`src/hdl/jhp_pkg.sv`:
```
/*
 * Package of the host register port: register indexes, field positions,
 * reset values and small limits shared by the port and its buffers.
 * Assumes nothing beyond a SystemVerilog compiler.
 */
package jhp_pkg;
    // Register indexes on the three address pins.
    localparam logic [2:0] ADDR_SETUP_PRIMARY   = 3'h0;
    localparam logic [2:0] ADDR_SETUP_SECONDARY = 3'h1;
    localparam logic [2:0] ADDR_CTRL_STATE      = 3'h2;
    localparam logic [2:0] ADDR_OP_CONTROL      = 3'h3;
    localparam logic [2:0] ADDR_SCAN_OUT        = 3'h4;
    localparam logic [2:0] ADDR_SCAN_IN         = 3'h5;
    localparam logic [2:0] ADDR_CYCLE_COUNT     = 3'h6;
    localparam logic [2:0] ADDR_MANUAL_PIN      = 3'h7;

    // Values after reset.
    localparam logic [7:0] RST_SETUP_PRIMARY   = 8'h00;
    localparam logic [7:0] RST_SETUP_SECONDARY = 8'h80;
    localparam logic [7:0] RST_OP_CONTROL      = 8'h00;
    localparam logic [7:0] RST_CYCLE_COUNT     = 8'h00;
    localparam logic [7:0] RST_MANUAL_PIN      = 8'h00;
    localparam logic [7:0] RST_READ_DATA       = 8'h00;

    // Field positions.
    localparam int RX_EMPTY_BIT      = 7;
    localparam int TX_FULL_BIT       = 6;
    localparam int COUNT_STATUS_BIT  = 5;
    localparam int SOFT_RESET_BIT    = 7;
    localparam int OPCODE_MSB        = 3;
    localparam int RETIMING_MSB      = 3;
    localparam int PRIMARY_USED_MSB  = 5;
    localparam int MANUAL_USED_MSB   = 3;

    // Writable bits; reserved positions stay zero.
    localparam logic [7:0] MASK_PRIMARY   = 8'h3f;
    localparam logic [7:0] MASK_SECONDARY = 8'hef;
    localparam logic [7:0] MASK_OP_STORE  = 8'h7f;
    localparam logic [7:0] MASK_MANUAL    = 8'h0f;

    // Largest lead of scan-out writes over scan-in reads in full duplex.
    localparam logic [2:0] DUPLEX_LEAD_MAX = 3'h5;

    // Pin synchroniser depth and buffer depth.
    localparam int SYNC_STAGES  = 3;
    localparam int BUFFER_DEPTH = 2;
endpackage

```
`src/hdl/jhp_host_port.sv`:
```
/*
 * Strobe-timed 8-bit host register port of a boundary-scan bus master:
 * eight registers, wait-state generation and the scan data buffers.
 * Assumes the host keeps direction and address stable while the strobe is
 * low, and that the scan core beside it drives the core-side ports.
 */
// Summary of operation
// - Eight-bit data bus, three address lines.
// - Addresses 000 to 111 select registers in order.
// - Strobe alone times accesses, not the clock.
// - Read drives bus from strobe fall; float otherwise.
// - Write keeps data drivers off.
// - Write address at fall, data at rise.
// - Blocked access holds ready low until clear.
// - Empty scan-in read stalls until data.
// - Full or resetting scan-out write stalls.
// - Running command stalls control and setup writes.
// - Soft reset command write never stalls.
// - Duplex lead of five stalls scan-out writes when retiming is set.
// - All readable; status and scan-in read-only.
// - Pin-drive writes during command are discarded.
// - Reserved bits read as zero.
// - Reset: secondary setup 80, others 00.
`timescale 1ns/10ps
module jhp_host_port
    import jhp_pkg::*;
(
    input  wire logic       sys_clk,
    input  wire logic       rst,
    input  wire logic       access_strobe_n,
    input  wire logic       read_select,
    input  wire logic [2:0] reg_addr,
    input  wire logic [7:0] host_data_in,
    output logic      [7:0] host_data_out,
    output logic            host_data_oe,
    output logic            ready,
    output logic      [7:0] scan_out_data,
    output logic            scan_out_valid,
    input  wire logic       scan_out_ready,
    input  wire logic [7:0] scan_in_data,
    input  wire logic       scan_in_valid,
    output logic            scan_in_ready,
    input  wire logic       tx_resetting,
    input  wire logic       full_duplex_active,
    input  wire logic       command_done,
    input  wire logic       count_status_flag,
    input  wire logic [3:0] tap_state_field,
    output logic      [7:0] tap_setup_primary,
    output logic      [7:0] tap_setup_secondary,
    output logic      [7:0] operation_control,
    output logic      [7:0] cycle_count_port,
    output logic      [7:0] manual_pin_drive,
    output logic            soft_reset_pulse,
    output logic            cycle_count_write
);
    localparam int PW = 13;  // Strobe, direction, address and data.

    logic [PW-1:0] sync_s1;          // First stage, read only by stage two.
    logic [PW-1:0] sync_s2;          // Second stage.
    logic [PW-1:0] sync_s3;          // Third stage.
    logic          strobe_n_filt;    // Strobe level once stages agree.
    logic          strobe_fall;      // Access begins.
    logic          strobe_rise;      // Access ends.
    logic          lat_read;         // Direction of the open access.
    logic [2:0]    lat_addr;         // Register of the open access.
    logic [7:0]    s_data;           // Synchronised data pins.
    logic [7:0]    read_data;        // Byte presented on reads.
    logic [7:0]    next_read_data;
    logic          blocked;          // The open access must wait.
    logic          cmd_running;      // Opcode field is non-zero.
    logic          do_write;         // Write completes this cycle.
    logic          do_read;          // Read completes this cycle.
    logic [2:0]    duplex_lead;      // Scan-out writes ahead of scan-in reads.
    logic          lead_limited;
    logic          tx_in_ready;
    logic          rx_out_valid;
    logic [7:0]    rx_out_data;
    logic          rx_empty_flag;
    logic          rx_was_empty;     // Empty flag a cycle late; the read byte lags.
    logic          tx_full_flag;
    logic [7:0]    status_byte;

    // Three-flop synchronisers on every host pin; the host timing is free.
    always_ff @(posedge sys_clk) begin
        if (rst) begin
            sync_s1 <= {1'b1, {(PW-1){1'b0}}};
            sync_s2 <= {1'b1, {(PW-1){1'b0}}};
            sync_s3 <= {1'b1, {(PW-1){1'b0}}};
        end else begin
            sync_s1 <= {access_strobe_n, read_select, reg_addr, host_data_in};
            sync_s2 <= sync_s1;
            sync_s3 <= sync_s2;
        end
    end

    assign s_data      = sync_s3[7:0];
    // A strobe change counts once stages two and three agree on it.
    assign strobe_fall = strobe_n_filt && !sync_s2[12] && !sync_s3[12];
    assign strobe_rise = !strobe_n_filt && sync_s2[12] && sync_s3[12];

    // Filtered strobe and the address and direction caught at its fall.
    always_ff @(posedge sys_clk) begin
        if (rst) begin
            strobe_n_filt <= 1'b1;
            lat_read      <= 1'b0;
            lat_addr      <= 3'h0;
        end else begin
            if (strobe_fall) begin
                strobe_n_filt <= 1'b0;
                lat_read      <= sync_s3[11];
                lat_addr      <= sync_s3[10:8];
            end else if (strobe_rise) begin
                strobe_n_filt <= 1'b1;
            end
        end
    end

    assign cmd_running   = (operation_control[OPCODE_MSB:0] != 4'h0);
    assign rx_empty_flag = !rx_out_valid;
    assign tx_full_flag  = !tx_in_ready || tx_resetting;
    assign lead_limited  = full_duplex_active
                           && (tap_setup_secondary[RETIMING_MSB:0] != 4'h0)
                           && (duplex_lead >= DUPLEX_LEAD_MAX);

    // Decide whether the open access has to wait.
    always_comb begin
        blocked = 1'b0;
        if (lat_read) begin
            blocked = (lat_addr == ADDR_SCAN_IN) && (rx_empty_flag || rx_was_empty);
        end else begin
            unique case (lat_addr)
                ADDR_SCAN_OUT: begin
                    blocked = tx_full_flag || lead_limited;
                end
                ADDR_OP_CONTROL: begin
                    // Soft reset gets through even mid-command.
                    blocked = cmd_running && !s_data[SOFT_RESET_BIT];
                end
                ADDR_SETUP_PRIMARY, ADDR_SETUP_SECONDARY, ADDR_CYCLE_COUNT: begin
                    blocked = cmd_running;
                end
                ADDR_CTRL_STATE, ADDR_SCAN_IN, ADDR_MANUAL_PIN: begin
                    blocked = 1'b0;
                end
            endcase
        end
    end

    // Ready drops only while an open access is blocked.
    assign ready = !(!strobe_n_filt && blocked);

    // An access completes at the strobe rise; a forced rise while blocked
    // is dropped, since the host did not wait for the grant.
    assign do_write = strobe_rise && !lat_read && !blocked;
    assign do_read  = strobe_rise && lat_read && !blocked;

    // Drivers follow the pins directly so they turn on at the strobe fall.
    assign host_data_oe  = read_select && !access_strobe_n;
    assign host_data_out = read_data;

    assign status_byte = {rx_empty_flag, tx_full_flag, count_status_flag,
                          1'b0, tap_state_field};

    // Read mux; follows the pins when idle so data is fresh at the fall.
    always_comb begin
        logic [2:0] sel;
        sel = strobe_n_filt ? sync_s3[10:8] : lat_addr;
        unique case (sel)
            ADDR_SETUP_PRIMARY:   next_read_data = tap_setup_primary;
            ADDR_SETUP_SECONDARY: next_read_data = tap_setup_secondary;
            ADDR_CTRL_STATE:      next_read_data = status_byte;
            ADDR_OP_CONTROL:      next_read_data = operation_control;
            ADDR_SCAN_OUT:        next_read_data = scan_out_data;
            ADDR_SCAN_IN:         next_read_data = rx_out_data;
            ADDR_CYCLE_COUNT:     next_read_data = cycle_count_port;
            ADDR_MANUAL_PIN:      next_read_data = manual_pin_drive;
        endcase
    end

    // Read byte register; held in the cycle the access completes.
    always_ff @(posedge sys_clk) begin
        rx_was_empty <= rx_empty_flag;
        if (rst) begin
            read_data <= RST_READ_DATA;
        end else if (!do_read) begin
            read_data <= next_read_data;
        end
    end

    // Setup, counter and pin-drive registers.
    always_ff @(posedge sys_clk) begin
        if (rst) begin
            tap_setup_primary   <= RST_SETUP_PRIMARY;
            tap_setup_secondary <= RST_SETUP_SECONDARY;
            cycle_count_port    <= RST_CYCLE_COUNT;
            manual_pin_drive    <= RST_MANUAL_PIN;
            cycle_count_write   <= 1'b0;
        end else begin
            cycle_count_write <= 1'b0;
            if (do_write) begin
                unique case (lat_addr)
                    ADDR_SETUP_PRIMARY: begin
                        tap_setup_primary <= s_data & MASK_PRIMARY;
                    end
                    ADDR_SETUP_SECONDARY: begin
                        tap_setup_secondary <= s_data & MASK_SECONDARY;
                    end
                    ADDR_CYCLE_COUNT: begin
                        cycle_count_port  <= s_data;
                        cycle_count_write <= 1'b1;
                    end
                    ADDR_MANUAL_PIN: begin
                        // Dropped while a command owns the pins.
                        if (!cmd_running) begin
                            manual_pin_drive <= s_data & MASK_MANUAL;
                        end
                    end
                    ADDR_CTRL_STATE, ADDR_OP_CONTROL, ADDR_SCAN_OUT, ADDR_SCAN_IN: begin
                        manual_pin_drive <= manual_pin_drive;
                    end
                endcase
            end
        end
    end

    // Command register: the core clears the opcode when done, and a host
    // write in the same cycle wins so a new command is not lost.
    always_ff @(posedge sys_clk) begin
        if (rst) begin
            operation_control <= RST_OP_CONTROL;
            soft_reset_pulse  <= 1'b0;
        end else begin
            soft_reset_pulse <= 1'b0;
            if (command_done) begin
                operation_control[OPCODE_MSB:0] <= 4'h0;
            end
            if (do_write && lat_addr == ADDR_OP_CONTROL) begin
                if (s_data[SOFT_RESET_BIT]) begin
                    // Soft reset aborts the command; the bit itself is a pulse.
                    operation_control <= RST_OP_CONTROL;
                    soft_reset_pulse  <= 1'b1;
                end else begin
                    operation_control <= s_data & MASK_OP_STORE;
                end
            end
        end
    end

    // Duplex lead counter; cleared outside full-duplex scans.
    always_ff @(posedge sys_clk) begin
        if (rst || !full_duplex_active) begin
            duplex_lead <= 3'h0;
        end else begin
            if (do_write && lat_addr == ADDR_SCAN_OUT
                && !(do_read && lat_addr == ADDR_SCAN_IN)) begin
                duplex_lead <= duplex_lead + 3'h1;
            end else if (do_read && lat_addr == ADDR_SCAN_IN && duplex_lead != 3'h0) begin
                duplex_lead <= duplex_lead - 3'h1;
            end
        end
    end

    // Scan-out path: host writes fill it, the core drains it.
    jhp_pair_buffer #(
        .WIDTH (8),
        .DEPTH (BUFFER_DEPTH)
    ) u_tx_buffer (
        .sys_clk   (sys_clk),
        .rst       (rst),
        .in_data   (s_data),
        .in_valid  (do_write && lat_addr == ADDR_SCAN_OUT),
        .in_ready  (tx_in_ready),
        .out_data  (scan_out_data),
        .out_valid (scan_out_valid),
        .out_ready (scan_out_ready)
    );

    // Scan-in path: the core fills it, host reads drain it.
    jhp_pair_buffer #(
        .WIDTH (8),
        .DEPTH (BUFFER_DEPTH)
    ) u_rx_buffer (
        .sys_clk   (sys_clk),
        .rst       (rst),
        .in_data   (scan_in_data),
        .in_valid  (scan_in_valid),
        .in_ready  (scan_in_ready),
        .out_data  (rx_out_data),
        .out_valid (rx_out_valid),
        .out_ready (do_read && lat_addr == ADDR_SCAN_IN)
    );
endmodule

```
`src/hdl/jhp_pair_buffer.sv`:
```
/*
 * Small FIFO with valid and ready on both sides, used in the scan data paths.
 * Assumes one clock and a synchronous active-high reset.
 */
`timescale 1ns/10ps
module jhp_pair_buffer
    import jhp_pkg::*;
#(
    parameter int WIDTH = 8,
    parameter int DEPTH = BUFFER_DEPTH
) (
    input  wire logic             sys_clk,
    input  wire logic             rst,
    input  wire logic [WIDTH-1:0] in_data,
    input  wire logic             in_valid,
    output logic                  in_ready,
    output logic      [WIDTH-1:0] out_data,
    output logic                  out_valid,
    input  wire logic             out_ready
);
    localparam int AW = $clog2(DEPTH);

    // The pointer arithmetic wraps naturally only for a power of two.
    if (DEPTH < 2 || (DEPTH & (DEPTH - 1)) != 0) begin : g_bad_depth
        $error("Buffer depth must be a power of two of at least two.");
    end

    logic [WIDTH-1:0] mem [DEPTH];  // Storage words.
    logic [AW-1:0]    wr_ptr;       // Next slot to fill.
    logic [AW-1:0]    rd_ptr;       // Oldest slot.
    logic [AW:0]      fill;         // Words held.
    logic             push;
    logic             pop;

    // Full and empty come straight from the fill count.
    assign in_ready  = (fill != (AW+1)'(DEPTH));
    assign out_valid = (fill != '0);
    assign out_data  = mem[rd_ptr];
    assign push      = in_valid && in_ready;
    assign pop       = out_valid && out_ready;

    // Storage is written without reset; only the pointers and fill count need a value.
    always_ff @(posedge sys_clk) begin
        if (push) begin
            mem[wr_ptr] <= in_data;
        end
    end

    // Pointer and count bookkeeping.
    always_ff @(posedge sys_clk) begin
        if (rst) begin
            wr_ptr <= '0;
            rd_ptr <= '0;
            fill   <= '0;
        end else begin
            if (push) begin
                wr_ptr <= wr_ptr + 1'b1;
            end
            if (pop) begin
                rd_ptr <= rd_ptr + 1'b1;
            end
            if (push && !pop) begin
                fill <= fill + 1'b1;
            end else if (pop && !push) begin
                fill <= fill - 1'b1;
            end
        end
    end
endmodule

```
`config.mk`:
```
export PLATFORM = sky130hd
export DESIGN_NAME = jhp_host_port
export DESIGN_NICKNAME = d
export VERILOG_FILES = /design/src/hdl/jhp_pkg.sv /design/src/hdl/jhp_host_port.sv /design/src/hdl/jhp_pair_buffer.sv
export SDC_FILE = /design/constraint.sdc
export NUM_CORES = 1
export LEC_CHECK = 0
export ABC_AREA = 1
export BUFFER_PORTS_ARGS = -buffer_cell sky130_fd_sc_hd__buf_4
export CAP_MARGIN = 25
export CORE_MARGIN = 2
export CORE_UTILIZATION = 30
export DETAILED_ROUTE_END_ITERATION = 16
export GPL_TIMING_DRIVEN = 0
export HOLD_SLACK_MARGIN = 0.06
export SYNTH_ARGS = -nofsm -noshare
export SYNTH_HDL_FRONTEND = slang
export SYNTH_SLANG_ARGS = --single-unit
```
`constraint.sdc`:
```
create_clock -name sys_clk -period 2.1 [get_ports sys_clk]
set_clock_uncertainty 0.15 [all_clocks]
set_input_delay 0 -clock sys_clk [delete_from_list [all_inputs] [get_ports sys_clk]]
set_output_delay 0 -clock sys_clk [all_outputs]
set_load 0.005 [all_outputs]
```
**After elaboration in Yosys (flattened, before gate mapping)**

Memories as Yosys holds them, arrays and structs flattened. A register that Yosys moved wholly into a read port is not among the register bits.
Index checks and enable logic that the tools add are counted.

- Add/sub/neg operators: 10
- Multiply operators: 0
- Divide/modulo/power cells: 0
- $lt $le $gt $ge: 1
- Equality and inequality tests: 16
- Shift-type cells: 0
- Multiplexer cells: 25
- Bitwise logic cells: 3
- Reduce and logical (&&, ||, !) cells: 67

Operator list:

| kind | count |
|---|---|
| 8-bit case mux with 8 select lines | 1 |
| 1-bit logical AND | 27 |
| 3-bit == test, second input constant | 8 |
| 1-bit logical NOT | 16 |
| 2-bit nonzero test | 7 |
| 1-bit 2-to-1 mux | 13 |
| 3-bit by 2-bit == test with 1-bit output, second input constant | 4 |
| 3-bit 2-to-1 mux | 3 |
| 2-bit 2-to-1 mux | 4 |
| 4-bit 2-to-1 mux | 2 |
| 4-bit nonzero test | 2 |
| 7-bit 2-to-1 mux | 1 |
| 3-bit by 1-bit == test with 1-bit output, second input constant | 2 |
| 3-bit logical NOT | 2 |
| 2-bit AND reduction | 3 |
| 3-bit OR reduction | 2 |
| 1-bit adder, second input constant | 4 |
| 2-bit by 1-bit adder with 2-bit output, second input constant | 2 |
| 1-bit logical OR | 4 |
| 2-bit inequality test, second input constant | 2 |
| 1-bit case mux with 4 select lines | 1 |
| 2-bit OR reduction | 2 |
| 2-bit by 1-bit subtractor with 2-bit output, second input constant | 2 |
| 3-bit by 1-bit adder with 3-bit output, second input constant | 1 |
| other kinds (5) | 7 |

- Register bits after elaboration: 98
- Latch bits: 0
- Bits in writable memories: 32
- Bits in read-only memories: 0
- Bits of input ports: 33
- Output and inout port bits: 62
- Word-level logic and storage cells: 147
- Memories kept: 2

Memories:

| name | depth | bits a word | rd ports | clocked after Yosys merged registers in | wr ports | RTL line | text |
|---|---|---|---|---|---|---|---|
| u_rx_buffer.mem | 2 | 8 | 1 | 1 | 1 | jhp_pair_buffer.sv:28 | `logic [WIDTH-1:0] mem [DEPTH];` |
| u_tx_buffer.mem | 2 | 8 | 1 | 1 | 1 | jhp_pair_buffer.sv:28 |  |

**Longest topological paths before layout**

Gate-level depths: netlist of the first run.

- Depth in word-level cells: 14
- Depth in mapped cells: 14
- Gate-level depth less buffers: 13

**Modules after synthesis**

A second synthesis of the first run with hierarchy kept.

- Cells, all modules: 671
- Area total of the unflattened synthesis: 5,501.5 um2

Modules (own cells, without submodules):

| module | times used | cells an instance | area an instance (um2) | seq. area each (um2) |
|---|---|---|---|---|
| jhp_host_port | 1 | 547 | 3,849.9 | 1,801.7 |
| jhp_pair_buffer | 2 | 62 | 825.8 | 580.6 |

**Worst setup path after synthesis of the first run**

OpenSTA, ideal clock, no wires.

- Path type: register -> register
- Start: register lat_addr[0]
- End: register u_tx_buffer.fill[1]
- Setup time: 122 ps
- Arrival time: 1,858 ps
- Required time: 1,828 ps
- Slack: -30 ps
- Stages on the path, launching flop included: 14
- Buffers on the path: 1
- Clock period less this slack: 2,130 ps
- Cell sequence: dfxtp_1 -> buf_2 -> nand2_1 -> nor2_2 -> nand2_1 -> nand2_1 -> nand3_1 -> nand4_1 -> inv_1 -> ha_1 -> a21oi_1 -> o21ai_0 -> o21ai_0 -> a21oi_1

- Longest elaborated chain between the ends: 11
- Elaborated cells on any way between the ends: 22
- Classes of those cells: eq/ne (7); mux (3); reduce/logical (12)

Ends and longest elaborated chain:

| item | RTL line | text |
|---|---|---|
| start, declared | jhp_host_port.sv:65 | `logic [2:0] lat_addr;` |
| start signal, assigned | jhp_host_port.sv:111 | `lat_addr <= sync_s3[10:8];` |
| 3-bit == test, or another cell as far along | jhp_host_port.sv:129, jhp_host_port.sv:131 |  |
| 3-bit OR reduction | jhp_host_port.sv:131 | `unique case (lat_addr)` |
| 1-bit case mux with 4 select lines | jhp_host_port.sv:131 |  |
| 1-bit 2-to-1 mux | jhp_host_port.sv:128 | `if (lat_read) begin` |
| 1-bit logical NOT | jhp_host_port.sv:154 | `assign do_write = strobe_rise && !lat_read && !blocked;` |
| 1-bit logical AND | jhp_host_port.sv:154 |  |
| 1-bit logical AND (*) | jhp_host_port.sv:271 | `.in_valid (do_write && lat_addr == ADDR_SCAN_OUT),` |
| 1-bit logical AND (*) | jhp_pair_buffer.sv:39 | `assign push = in_valid && in_ready;` |
| named net u_tx_buffer.push | jhp_pair_buffer.sv:32 | `logic push;` |
| 1-bit logical NOT | jhp_pair_buffer.sv:64 | `end else if (pop && !push) begin` |
| 1-bit logical AND | jhp_pair_buffer.sv:64 |  |
| 2-bit nonzero test (no line) | -- |  |
| end signal, assigned | jhp_pair_buffer.sv:63 | `fill <= fill + 1'b1;` |
| end signal, assigned | jhp_pair_buffer.sv:65 | `fill <= fill - 1'b1;` |
| end, declared | jhp_pair_buffer.sv:31 | `logic [AW:0] fill;` |

The timed path passes the listed nets; every way through them passes the cells marked *.
A chain may end at the register's enable or synchronous reset.

**Final worst setup path of the first run**

- Start: register lat_addr[2]
- End: register duplex_lead[2]

- Longest elaborated chain between the ends: 10
- Elaborated cells on any way between the ends: 23
- Classes of those cells: eq/ne (7); mux (3); reduce/logical (13)

Ends and longest elaborated chain:

| item | RTL line | text |
|---|---|---|
| 3-bit == test, or another cell as far along | -- |  |
| 3-bit OR reduction | jhp_host_port.sv:131 |  |
| 1-bit case mux with 4 select lines | jhp_host_port.sv:131 |  |
| 1-bit 2-to-1 mux | jhp_host_port.sv:128 |  |
| 1-bit logical NOT | jhp_host_port.sv:154, jhp_host_port.sv:155 |  |
| 1-bit logical AND | jhp_host_port.sv:155 | `assign do_read = strobe_rise && lat_read && !blocked;` |
| 1-bit logical AND | jhp_host_port.sv:255, jhp_host_port.sv:257 |  |
| 1-bit logical NOT | jhp_host_port.sv:255 | `&& !(do_read && lat_addr == ADDR_SCAN_IN)) begin` |
| 1-bit logical AND | jhp_host_port.sv:255 |  |
| 3-bit 2-to-1 mux / 2-bit nonzero test (equally long branches) | -- |  |
| end signal, assigned | jhp_host_port.sv:256 | `duplex_lead <= duplex_lead + 3'h1;` |
| end signal, assigned | jhp_host_port.sv:258 | `duplex_lead <= duplex_lead - 3'h1;` |
| end, declared | jhp_host_port.sv:73 | `logic [2:0] duplex_lead;` |

Several ways; a longest one is shown, not always the timed one.

==> results of run 1 <==
[state kept, by name (all words and copies together), names as in the netlist, 2 cells and up, named ones only]
signal / cells
cycle_count_port: 8
sync_s3: 13
duplex_lead: 3
tap_setup_primary: 6
manual_pin_drive: 4
u_tx_buffer.fill: 2
lat_addr: 3
u_rx_buffer.fill: 2
tap_setup_secondary: 7
u_tx_buffer.mem: 16
sync_s2: 13
operation_control: 7
u_rx_buffer.mem: 16
sync_s1: 13
host_data_out: 8
[layer usage]
layer	vias to the layer above	GRT usage	part of all wire
li1	2437	-	-
met2	115	0.2452	0.47
met1	2090	0.1975	0.46
met4	0	0.04565	0.015
met5	-	0	0
met3	22	0.04399	0.054
[repair_timing]
item | CTS | global route
hold endpoints to repair | 47 | 0
gates resized for setup | 18 | 36
buffers inserted | 10 | 8
hold buffers | 33 | 0
setup endpoints to repair | 40 | 35
pin swaps | 4 | 8
[cells in the final DEF (no fill, tap or decap), types with 8 or more instances in the layout]
master	n
nand2_1	140
edfxtp_1	32
o21ai_0	22
a21oi_1	24
inv_1	78
nor2_1	137
dlygate4sd3_1	33
inv_2	12
conb_1	8
dfxtp_1	93
buf_4	110
nand3_1	38
clkbuf_16	17
[cell families after synthesis]
logic type,synth area share
multiplexers,0.001850
other,0.0006931
adder cells (fa/ha/maj),0.008325
AO/OA/AOI/OAI,0.05943
XOR/XNOR,0.004858
AND/OR/NAND/NOR,0.2884
buffers and inverters,0.08881
flip-flops,0.5476
[critical path, cell delays in order, from the launching register on]
cell	delay, ps
dfxtp_4	390
inv_4	60
nor3_4	220
inv_2	70
nand3_4	90
nand4_1	110
buf_6	160
fa_2	330
inv_1	60
nand2_1	80
a21oi_2	140
nor2_1	50
[final cells by class]
type / count / area share
flip-flops and latches: 132 / 0.3922
multi-input cells: 438 / 0.2836
repair buffers: 136 / 0.1459
clock buffers: 18 / 0.05787
inverters: 94 / 0.04765
well taps: 229 / 0.03776
clock inverters: 14 / 0.01880
plain buffers: 20 / 0.01616
[power breakdown]
part | switching [mW] | total, mW | internal, mW
sequential | 0.0450 | 2.73 | 2.68
combinational | 0.225 | 0.424 | 0.199
clock | 1.20 | 2.90 | 1.70
total | 1.47 | 6.05 | 4.58
[how the worst min path moves through the flow]
stage	slack [ps]	start	to
4_1_cts	160	reg_addr[1]	sync_s1[9]
3_5_place_dp	40	scan_in_data[1]	u_rx_buffer.mem[0][1]
6_report	170	scan_in_data[1]	u_rx_buffer.mem[0][1]
3_3_place_gp	40	scan_in_data[5]	u_rx_buffer.mem[0][5]
5_1_grt	160	scan_in_data[4]	u_rx_buffer.mem[1][4]
2_1_floorplan	-120	access_strobe_n	host_data_oe
[metrics by stage]
stage                     std cells  utilization  setup TNS (ps)
after floorplan                 686            -               0
after global placement         1000       0.3570           -8302
after CTS                      1075       0.4160               0
after detailed placement       1000       0.3570           -9076
after global routing           1081       0.4253          -74.33
final                          1081       0.4253               0
==> results.json, run 1 <==
{
  "status": "finished clean",
  "synth_area_leaders": "dfxtp_1 (37%), edfxtp_1 (18%), nand2_1 (10%)",
  "worstSetupPathType": "register to register",
  "synth_top_cell_area_share": 0.3700,
  "place_ws_ps": -436.4,
  "startpoint_type": "register",
  "rsz0062_at_grt": "true",
  "fin_crit_ps": 2012,
  "ff2ff_setup_slack_ps": 90,
  "finalWirelength_mm": 14.44,
  "worst_r2r_startpoint": "lat_addr[2]",
  "regToRegEndpoint": "duplex_lead[2]",
  "hp-class": "input pin to register",
  "worst_ep_required_time_ps": 2270,
  "insertion_delay_ps": 420,
  "powerDensity_nw_per_um2": 797.2,
  "grtUsageTotal": 0.1517,
  "drtIter0Drc": 256,
  "cts_root_buf": "clkbuf_16",
  "r2r_cells": 11,
  "ys_ff_latch": 132,
  "yosysMostFrequentCell": "nand2_1",
  "n_fill_cell": 1776,
  "crit_end": "duplex_lead[2]",
  "avgSynthCellArea_um2": 7.968,
  "synthesis.area_um2": 5410,
  "power.total_mw": 6.050,
  "synthCells": 679,
  "max-cap-violations": 0,
  "grt_pass1_wl_mm": 22.43,
  "drc_errors": 0,
  "ys_warn_count": 0,
  "vdd_drop_max_mv": 0.5335,
  "drive_gt1_frac": 0.2535,
  "finalSetupViolCount": 0,
  "synth_edf_count": 32,
  "vias": 4664,
  "grt_max_degree": 17,
  "final-hold-violation-count": 0,
  "async_reset_ff_frac": 0,
  "die_w_um": 138.3,
  "viasPerCell": 4.315,
  "dp_hpwl_mm": 10.61,
  "slew_violations": 0,
  "antenna_found_initial": 0,
  "core_um2": 17840,
  "area_growth_pct": 40.26,
  "cts_buffer_depth": 2,
  "critPathCaptureType": "register",
  "placed_cell_area_um2": 6369,
  "worstPathArrival_ps": 2180,
  "clock-sinks": 132,
  "whs_ps": 166.5,
  "die_area_um2": 19120,
  "fin_crit_sh": 0.9581,
  "synthDistinctLibCells": 35,
  "fin_nets": 875,
  "overflow": 0,
  "cts_tree": "yes",
  "slew_headroom": 0.4952,
  "cts_made_buffers": 17,
  "startpoint": "lat_addr[2]",
  "ys_seq_area_frac": 0.5476,
  "initial_core_util": 0.3032,
  "p_leak_nw": 3.352,
  "rows": 49,
  "gp_congestion": 0.8445,
  "hold_depth": 2,
  "multi_input_area_um2": 2152,
  "io_pins": 95,
  "ys.flop_type": "dfxtp_1",
  "die_y_um": 138.3,
  "worst_pin_slew_ps": 754.4,
  "wl_per_cell_um": 13.36,
  "finalWorstSetupSlack_ps": 88.02,
  "seq_area_um2": 2977,
  "clkTransAtPathRegs_ps": 60,
  "finalInstanceArea_um2": 7589,
  "fmaxAchievable_ghz": 0.4970,
  "htreeDepth": 4,
  "grt_pass1_vias": 4253,
  "critPathMaxFanout": 6,
  "first_pass_iters": 8,
  "n_antenna_cell": 0,
  "numPortBuffers": 85,
  "ys_top_cells_by_count": "nand2_1 (145), nor2_1 (141), dfxtp_1 (100)",
  "yosysTopAreaCell": "dfxtp_1",
  "ant_nets": 0
}
No activity file was read; power rests on OpenSTA's default activity.
==> run 2: changes to the inputs <==
Settings changed: CTS_BUF_LIST set to sky130_fd_sc_hd__clkbuf_16.
==> results.json, run 2 (synthesis gave the netlist of run 1 again) <==
{
  "core_um2": 17840,
  "mostFrequentLayoutCell": "nand2_1",
  "gp_congestion": 0.8445,
  "critPathMaxFanout": 6,
  "grt_max_degree": 17,
  "wl_per_cell_um": 13.36,
  "htreeDepth": 4,
  "dp_hpwl_mm": 10.61,
  "grtUsageTotal": 0.1517,
  "die_y_um": 138.3,
  "worstSetupPathType": "register to register",
  "die_w_um": 138.3,
  "cts_tree": "yes",
  "regToRegEndpoint": "duplex_lead[2]",
  "r2r_cells": 11,
  "hp-class": "input pin to register",
  "cts_made_buffers": 17,
  "critPathCaptureType": "register",
  "fin_nets": 875,
  "slew_headroom": 0.4991,
  "io_pins": 95,
  "p_comb_frac": 0.070,
  "finalSetupViolCount": 0,
  "hold_depth": 2,
  "p_switching_mw": 1.463,
  "fin_crit_ps": 2012,
  "vias": 4671,
  "final-hold-violation-count": 0,
  "viasPerCell": 4.321,
  "clockPowerShare": 0.475,
  "worst_ep_required_time_ps": 2270,
  "ff2ff_setup_slack_ps": 90,
  "initial_core_util": 0.3032,
  "insertion_delay_ps": 420,
  "top_regs": "u_rx_buffer.mem x16, u_tx_buffer.mem x16",
  "drtIter0Drc": 273,
  "min_to": "u_rx_buffer.mem[0][1]",
  "clock-sinks": 132,
  "drive_gt1_frac": 0.2535,
  "fmaxAchievable_ghz": 0.4971,
  "startpoint_type": "register",
  "ant_nets": 0,
  "power.total_mw": 6.004,
  "overflow": 0,
  "worst_pin_slew_ps": 748.6,
  "antenna_found_initial": 0,
  "area_growth_pct": 40.08,
  "cts_root_buf": "clkbuf_16",
  "worst_r2r_startpoint": "lat_addr[2]",
  "worstPathArrival_ps": 2180,
  "switching_share": 0.2436,
  "clkTransAtPathRegs_ps": 60,
  "grt_pass1_wl_mm": 22.44,
  "internal_power_mw": 4.542,
  "cts_buffer_depth": 2,
  "place_ws_ps": -436.4,
  "vdd_drop_max_mv": 0.5352,
  "drc_errors": 0,
  "status": "finished clean",
  "finalWorstSetupSlack_ps": 88.39,
  "share_seq_of_total_power": 0.454,
  "max-cap-violations": 0,
  "powerDensity_nw_per_um2": 792.3,
  "slew_violations": 0,
  "p_leak_nw": 3.349,
  "fin_crit_sh": 0.9579,
  "grt_pass1_vias": 4259,
  "hold_start": "scan_in_data[1]",
  "die_area_um2": 19120,
  "rows": 49,
  "finalWirelength_mm": 14.45,
  "rsz0062_at_grt": "true",
  "first_pass_iters": 5,
  "n_antenna_cell": 0,
  "layout_common_cells": "nand2_1 (140), nor2_1 (137), buf_4 (110)",
  "numPortBuffers": 85
}
-- run 2: cell types whose count changed in the layout (fill, tap and decap cells not counted), sizes merged --
cell,before,now
clkbuf,25,24
inv,101,102
-- run 2: cell type report --
class / instances / area (um^2)
clock inverters: 15 / 146.4
clock buffers: 17 / 425.4
plain buffers: 20 / 122.6
flip-flops and latches: 132 / 2977
fillers: 1775 / 10260
multi-input cells: 438 / 2152
inverters: 94 / 361.6
well taps: 229 / 286.5
repair buffers: 136 / 1107
-- run 2: worst max-delay path by stage --
stage | startpoint | endpoint | slack [ps] | cells past startpoint
global route | u_tx_buffer.fill[0] | duplex_lead[2] | -30 | 12
global placement | u_tx_buffer.fill[0] | u_tx_buffer.mem[0][1] | -410 | 6
floorplan | lat_addr[1] | u_tx_buffer.fill[1] | 30 | 12
CTS | lat_addr[1] | u_rx_buffer.fill[1] | 7 | 12
finish | lat_addr[2] | duplex_lead[2] | 90 | 11
detailed placement | u_tx_buffer.fill[0] | u_tx_buffer.mem[1][1] | -440 | 6
-- run 2: metrics by stage --
stage | hold WS [ps] | std cells | cell area (um^2) | TNS (ps) | util
after detailed placement | 37.81 | 1000 | 6369 | -9076 | 0.3570
final | 167.1 | 1081 | 7579 | 0 | 0.4248
after floorplan | -118.9 | 686 | 5444 | 0 | -
after CTS | 156.4 | 1075 | 7412 | 0 | 0.4155
after global placement | 37.06 | 1000 | 6369 | -8302 | 0.3570
after global routing | 163.6 | 1081 | 7579 | -62.37 | 0.4248
-- run 2: repair_timing --
action / 4_1_cts / 5_1_grt
buffers inserted: 10 / 8
hold endpoints to repair: 47 / 0
hold buffers: 33 / 0
gates cloned: 0 / 0
resized for setup: 18 / 36
pin swaps: 4 / 7
endpoints found under the setup margin: 40 / 35
-- run 2: metal layers --
metal / GRT usage / vias up / routed length, um
met5: 0 / - / 0
met3: 0.04399 / 26 / 812
met2: 0.2454 / 115 / 6799
met1: 0.1975 / 2093 / 6592
li1: - / 2437 / -
met4: 0.04565 / 0 / 243
-- run 2: worst max-delay path, stage by stage (launching register included) --
cell and delay, ps:
dfxtp_4 400, inv_4 60, nor3_4 220, inv_2 70, nand3_4 90, nand4_1 110, buf_6 160, fa_2 330
inv_1 60, nand2_1 80, a21oi_2 140, nor2_1 50
-- run 2: power by group through the flow --
| stage | sequential, mW | combinational (mW) | clock (mW) |
|---|---|---|---|
| floorplan | 2.76 | 0.204 | 0 |
| global placement | 2.77 | 0.353 | 0 |
| detailed placement | 2.78 | 0.356 | 0 |
| CTS | 2.72 | 0.416 | 2.91 |
| global route | 2.73 | 0.471 | 3.03 |
| finish | 2.73 | 0.423 | 2.85 |
==> run 3: changes to the inputs <==
Settings changed: CORE_ASPECT_RATIO set to 1.25.
==> results.json, run 3 (synthesis gave the netlist of run 1 again) <==
{
  "ant_nets": 0,
  "vias": 4780,
  "core_um2": 17570,
  "min_to": "host_data_out[6]",
  "startpoint_type": "register",
  "hold_depth": 8,
  "cts_tree": "yes",
  "cts_buffer_depth": 2,
  "io_pins": 95,
  "first_pass_iters": 4,
  "clkTransAtPathRegs_ps": 60,
  "fin_crit_ps": 2111,
  "gp_congestion": 0.8740,
  "drtIter0Drc": 213,
  "hold_start": "tx_resetting",
  "slew_violations": 0,
  "finalWorstSetupSlack_ps": -11.43,
  "die_area_um2": 19130,
  "regToRegEndpoint": "duplex_lead[2]",
  "finalSetupViolCount": 1,
  "antenna_found_initial": 0,
  "grt_pass1_vias": 4358,
  "grt_max_degree": 17,
  "final-hold-violation-count": 0,
  "dp.cells": 995,
  "fin_setup_tns_ps": -11.43,
  "mostFrequentLayoutCell": "nand2_1",
  "initial_core_util": 0.3080,
  "drive_gt1_frac": 0.2606,
  "n_fill_cell": 1757,
  "grt_pass1_wl_mm": 22.47,
  "dp_hpwl_mm": 10.89,
  "numPortBuffers": 85,
  "fin_nets": 875,
  "viasPerCell": 4.442,
  "r2r_cells": 13,
  "ff2ff_setup_slack_ps": -10,
  "area_growth_pct": 40.36,
  "place_ws_ps": -492.5,
  "worst_r2r_startpoint": "lat_addr[2]",
  "rows": 54,
  "insertion_delay_ps": 430,
  "p_leak_nw": 3.348,
  "fin_crit_sh": 1.005,
  "vdd_drop_max_mv": 0.6290,
  "top_regs": "u_rx_buffer.mem x16, u_tx_buffer.mem x16",
  "fmaxAchievable_ghz": 0.4736,
  "powerDensity_nw_per_um2": 787.5,
  "whs_ps": 86.91,
  "status": "finished, violations left",
  "slew_headroom": 0.4678,
  "rsz0062_at_grt": "true",
  "finalWirelength_mm": 14.82,
  "worst_pin_slew_ps": 795.3,
  "clock-sinks": 132,
  "drc_errors": 0,
  "hp-class": "input pin to register",
  "layout_common_cells": "nand2_1 (137), nor2_1 (133), buf_4 (109)",
  "critPathMaxFanout": 5,
  "overflow": 0,
  "cts_made_buffers": 17,
  "cts_root_buf": "clkbuf_16",
  "grtUsageTotal": 0.1588,
  "worstSetupPathType": "register to register",
  "worst_ep_required_time_ps": 2270,
  "max-cap-violations": 0,
  "die_w_um": 124.1,
  "critPathCaptureType": "register",
  "final_cells": 1076,
  "die_y_um": 154.1,
  "n_antenna_cell": 0,
  "wl_per_cell_um": 13.78,
  "violations": "setup timing",
  "htreeDepth": 4,
  "worstPathArrival_ps": 2290
}
## run 3: cell types whose count changed in the layout (fill, tap and decap cells not counted), sizes merged
cell / previous run / this run
bufinv: 1 / 2
buf: 116 / 117
inv: 102 / 99
dlygate4sd3: 33 / 32
clkinvlp: 2 / 3
clkinv: 4 / 5
## run 3: area by class of cell
type | count | area [um^2] | area share
Sequential cell | 132 | 2978 | 0.3922
Multi-Input combinational cell | 438 | 2172 | 0.2860
Timing Repair Buffer | 136 | 1112 | 0.1465
Clock buffer | 17 | 425.4 | 0.05602
Inverter | 94 | 361.6 | 0.04762
Tap cell | 224 | 280.3 | 0.03691
Clock inverter | 15 | 141.4 | 0.01862
Buffer | 20 | 122.6 | 0.01615
## run 3: report_power, final
group | switching (mW) | leakage, nW | internal (mW)
sequential | 0.0461 | 1.11 | 2.68
combinational | 0.225 | 1.95 | 0.196
clock | 1.10 | 0.282 | 1.73
## run 3: timing repair
action	in CTS	in global routing
resized for setup	16	51
buffers inserted	9	10
pin swaps	5	18
endpoints found under the setup margin	35	29
hold buffers	32	0
hold endpoints to repair	46	0
cloned	0	0
## run 3: metal layers
metal,track usage,vias to the layer above,part of all wire
met3,0.03783,35,0.068
met5,0,-,0
met4,0.08668,0,0.038
met2,0.2532,161,0.48
li1,-,2433,-
met1,0.1953,2151,0.41
## run 3: metrics by stage
| stage | cell area [um^2] | utilization | power, mW |
|---|---|---|---|
| global route | 7594 | 0.4323 | 6.177 |
| CTS | 7370 | 0.4195 | 6.016 |
| global placement | 6362 | 0.3622 | 3.133 |
| finish | 7594 | 0.4323 | 5.980 |
| detailed placement | 6362 | 0.3622 | 3.138 |
| floorplan | 5444 | - | 2.967 |
## run 3: worst max-delay path, stage by stage, from the launching register on
cell	delay, ps
dfxtp_4	360
buf_6	120
nand2_2	60
nor2_2	40
nor2_2	120
nand2_2	80
nand3_4	80
nand4_1	150
buf_4	190
fa_2	380
inv_2	60
nand2_2	60
a21oi_2	110
nor2_1	40
## run 3: worst max-delay path by stage
stage                              startpoint  slack [ps]               endpoint
after floorplan                   lat_addr[1]          30    u_tx_buffer.fill[1]
after global placement    u_tx_buffer.fill[0]        -460  u_tx_buffer.mem[1][1]
after detailed placement  u_tx_buffer.fill[0]        -490  u_tx_buffer.mem[1][1]
after CTS                          sync_s3[7]           6         duplex_lead[2]
after global routing              lat_addr[2]        -110         duplex_lead[2]
final                             lat_addr[2]         -10         duplex_lead[2]
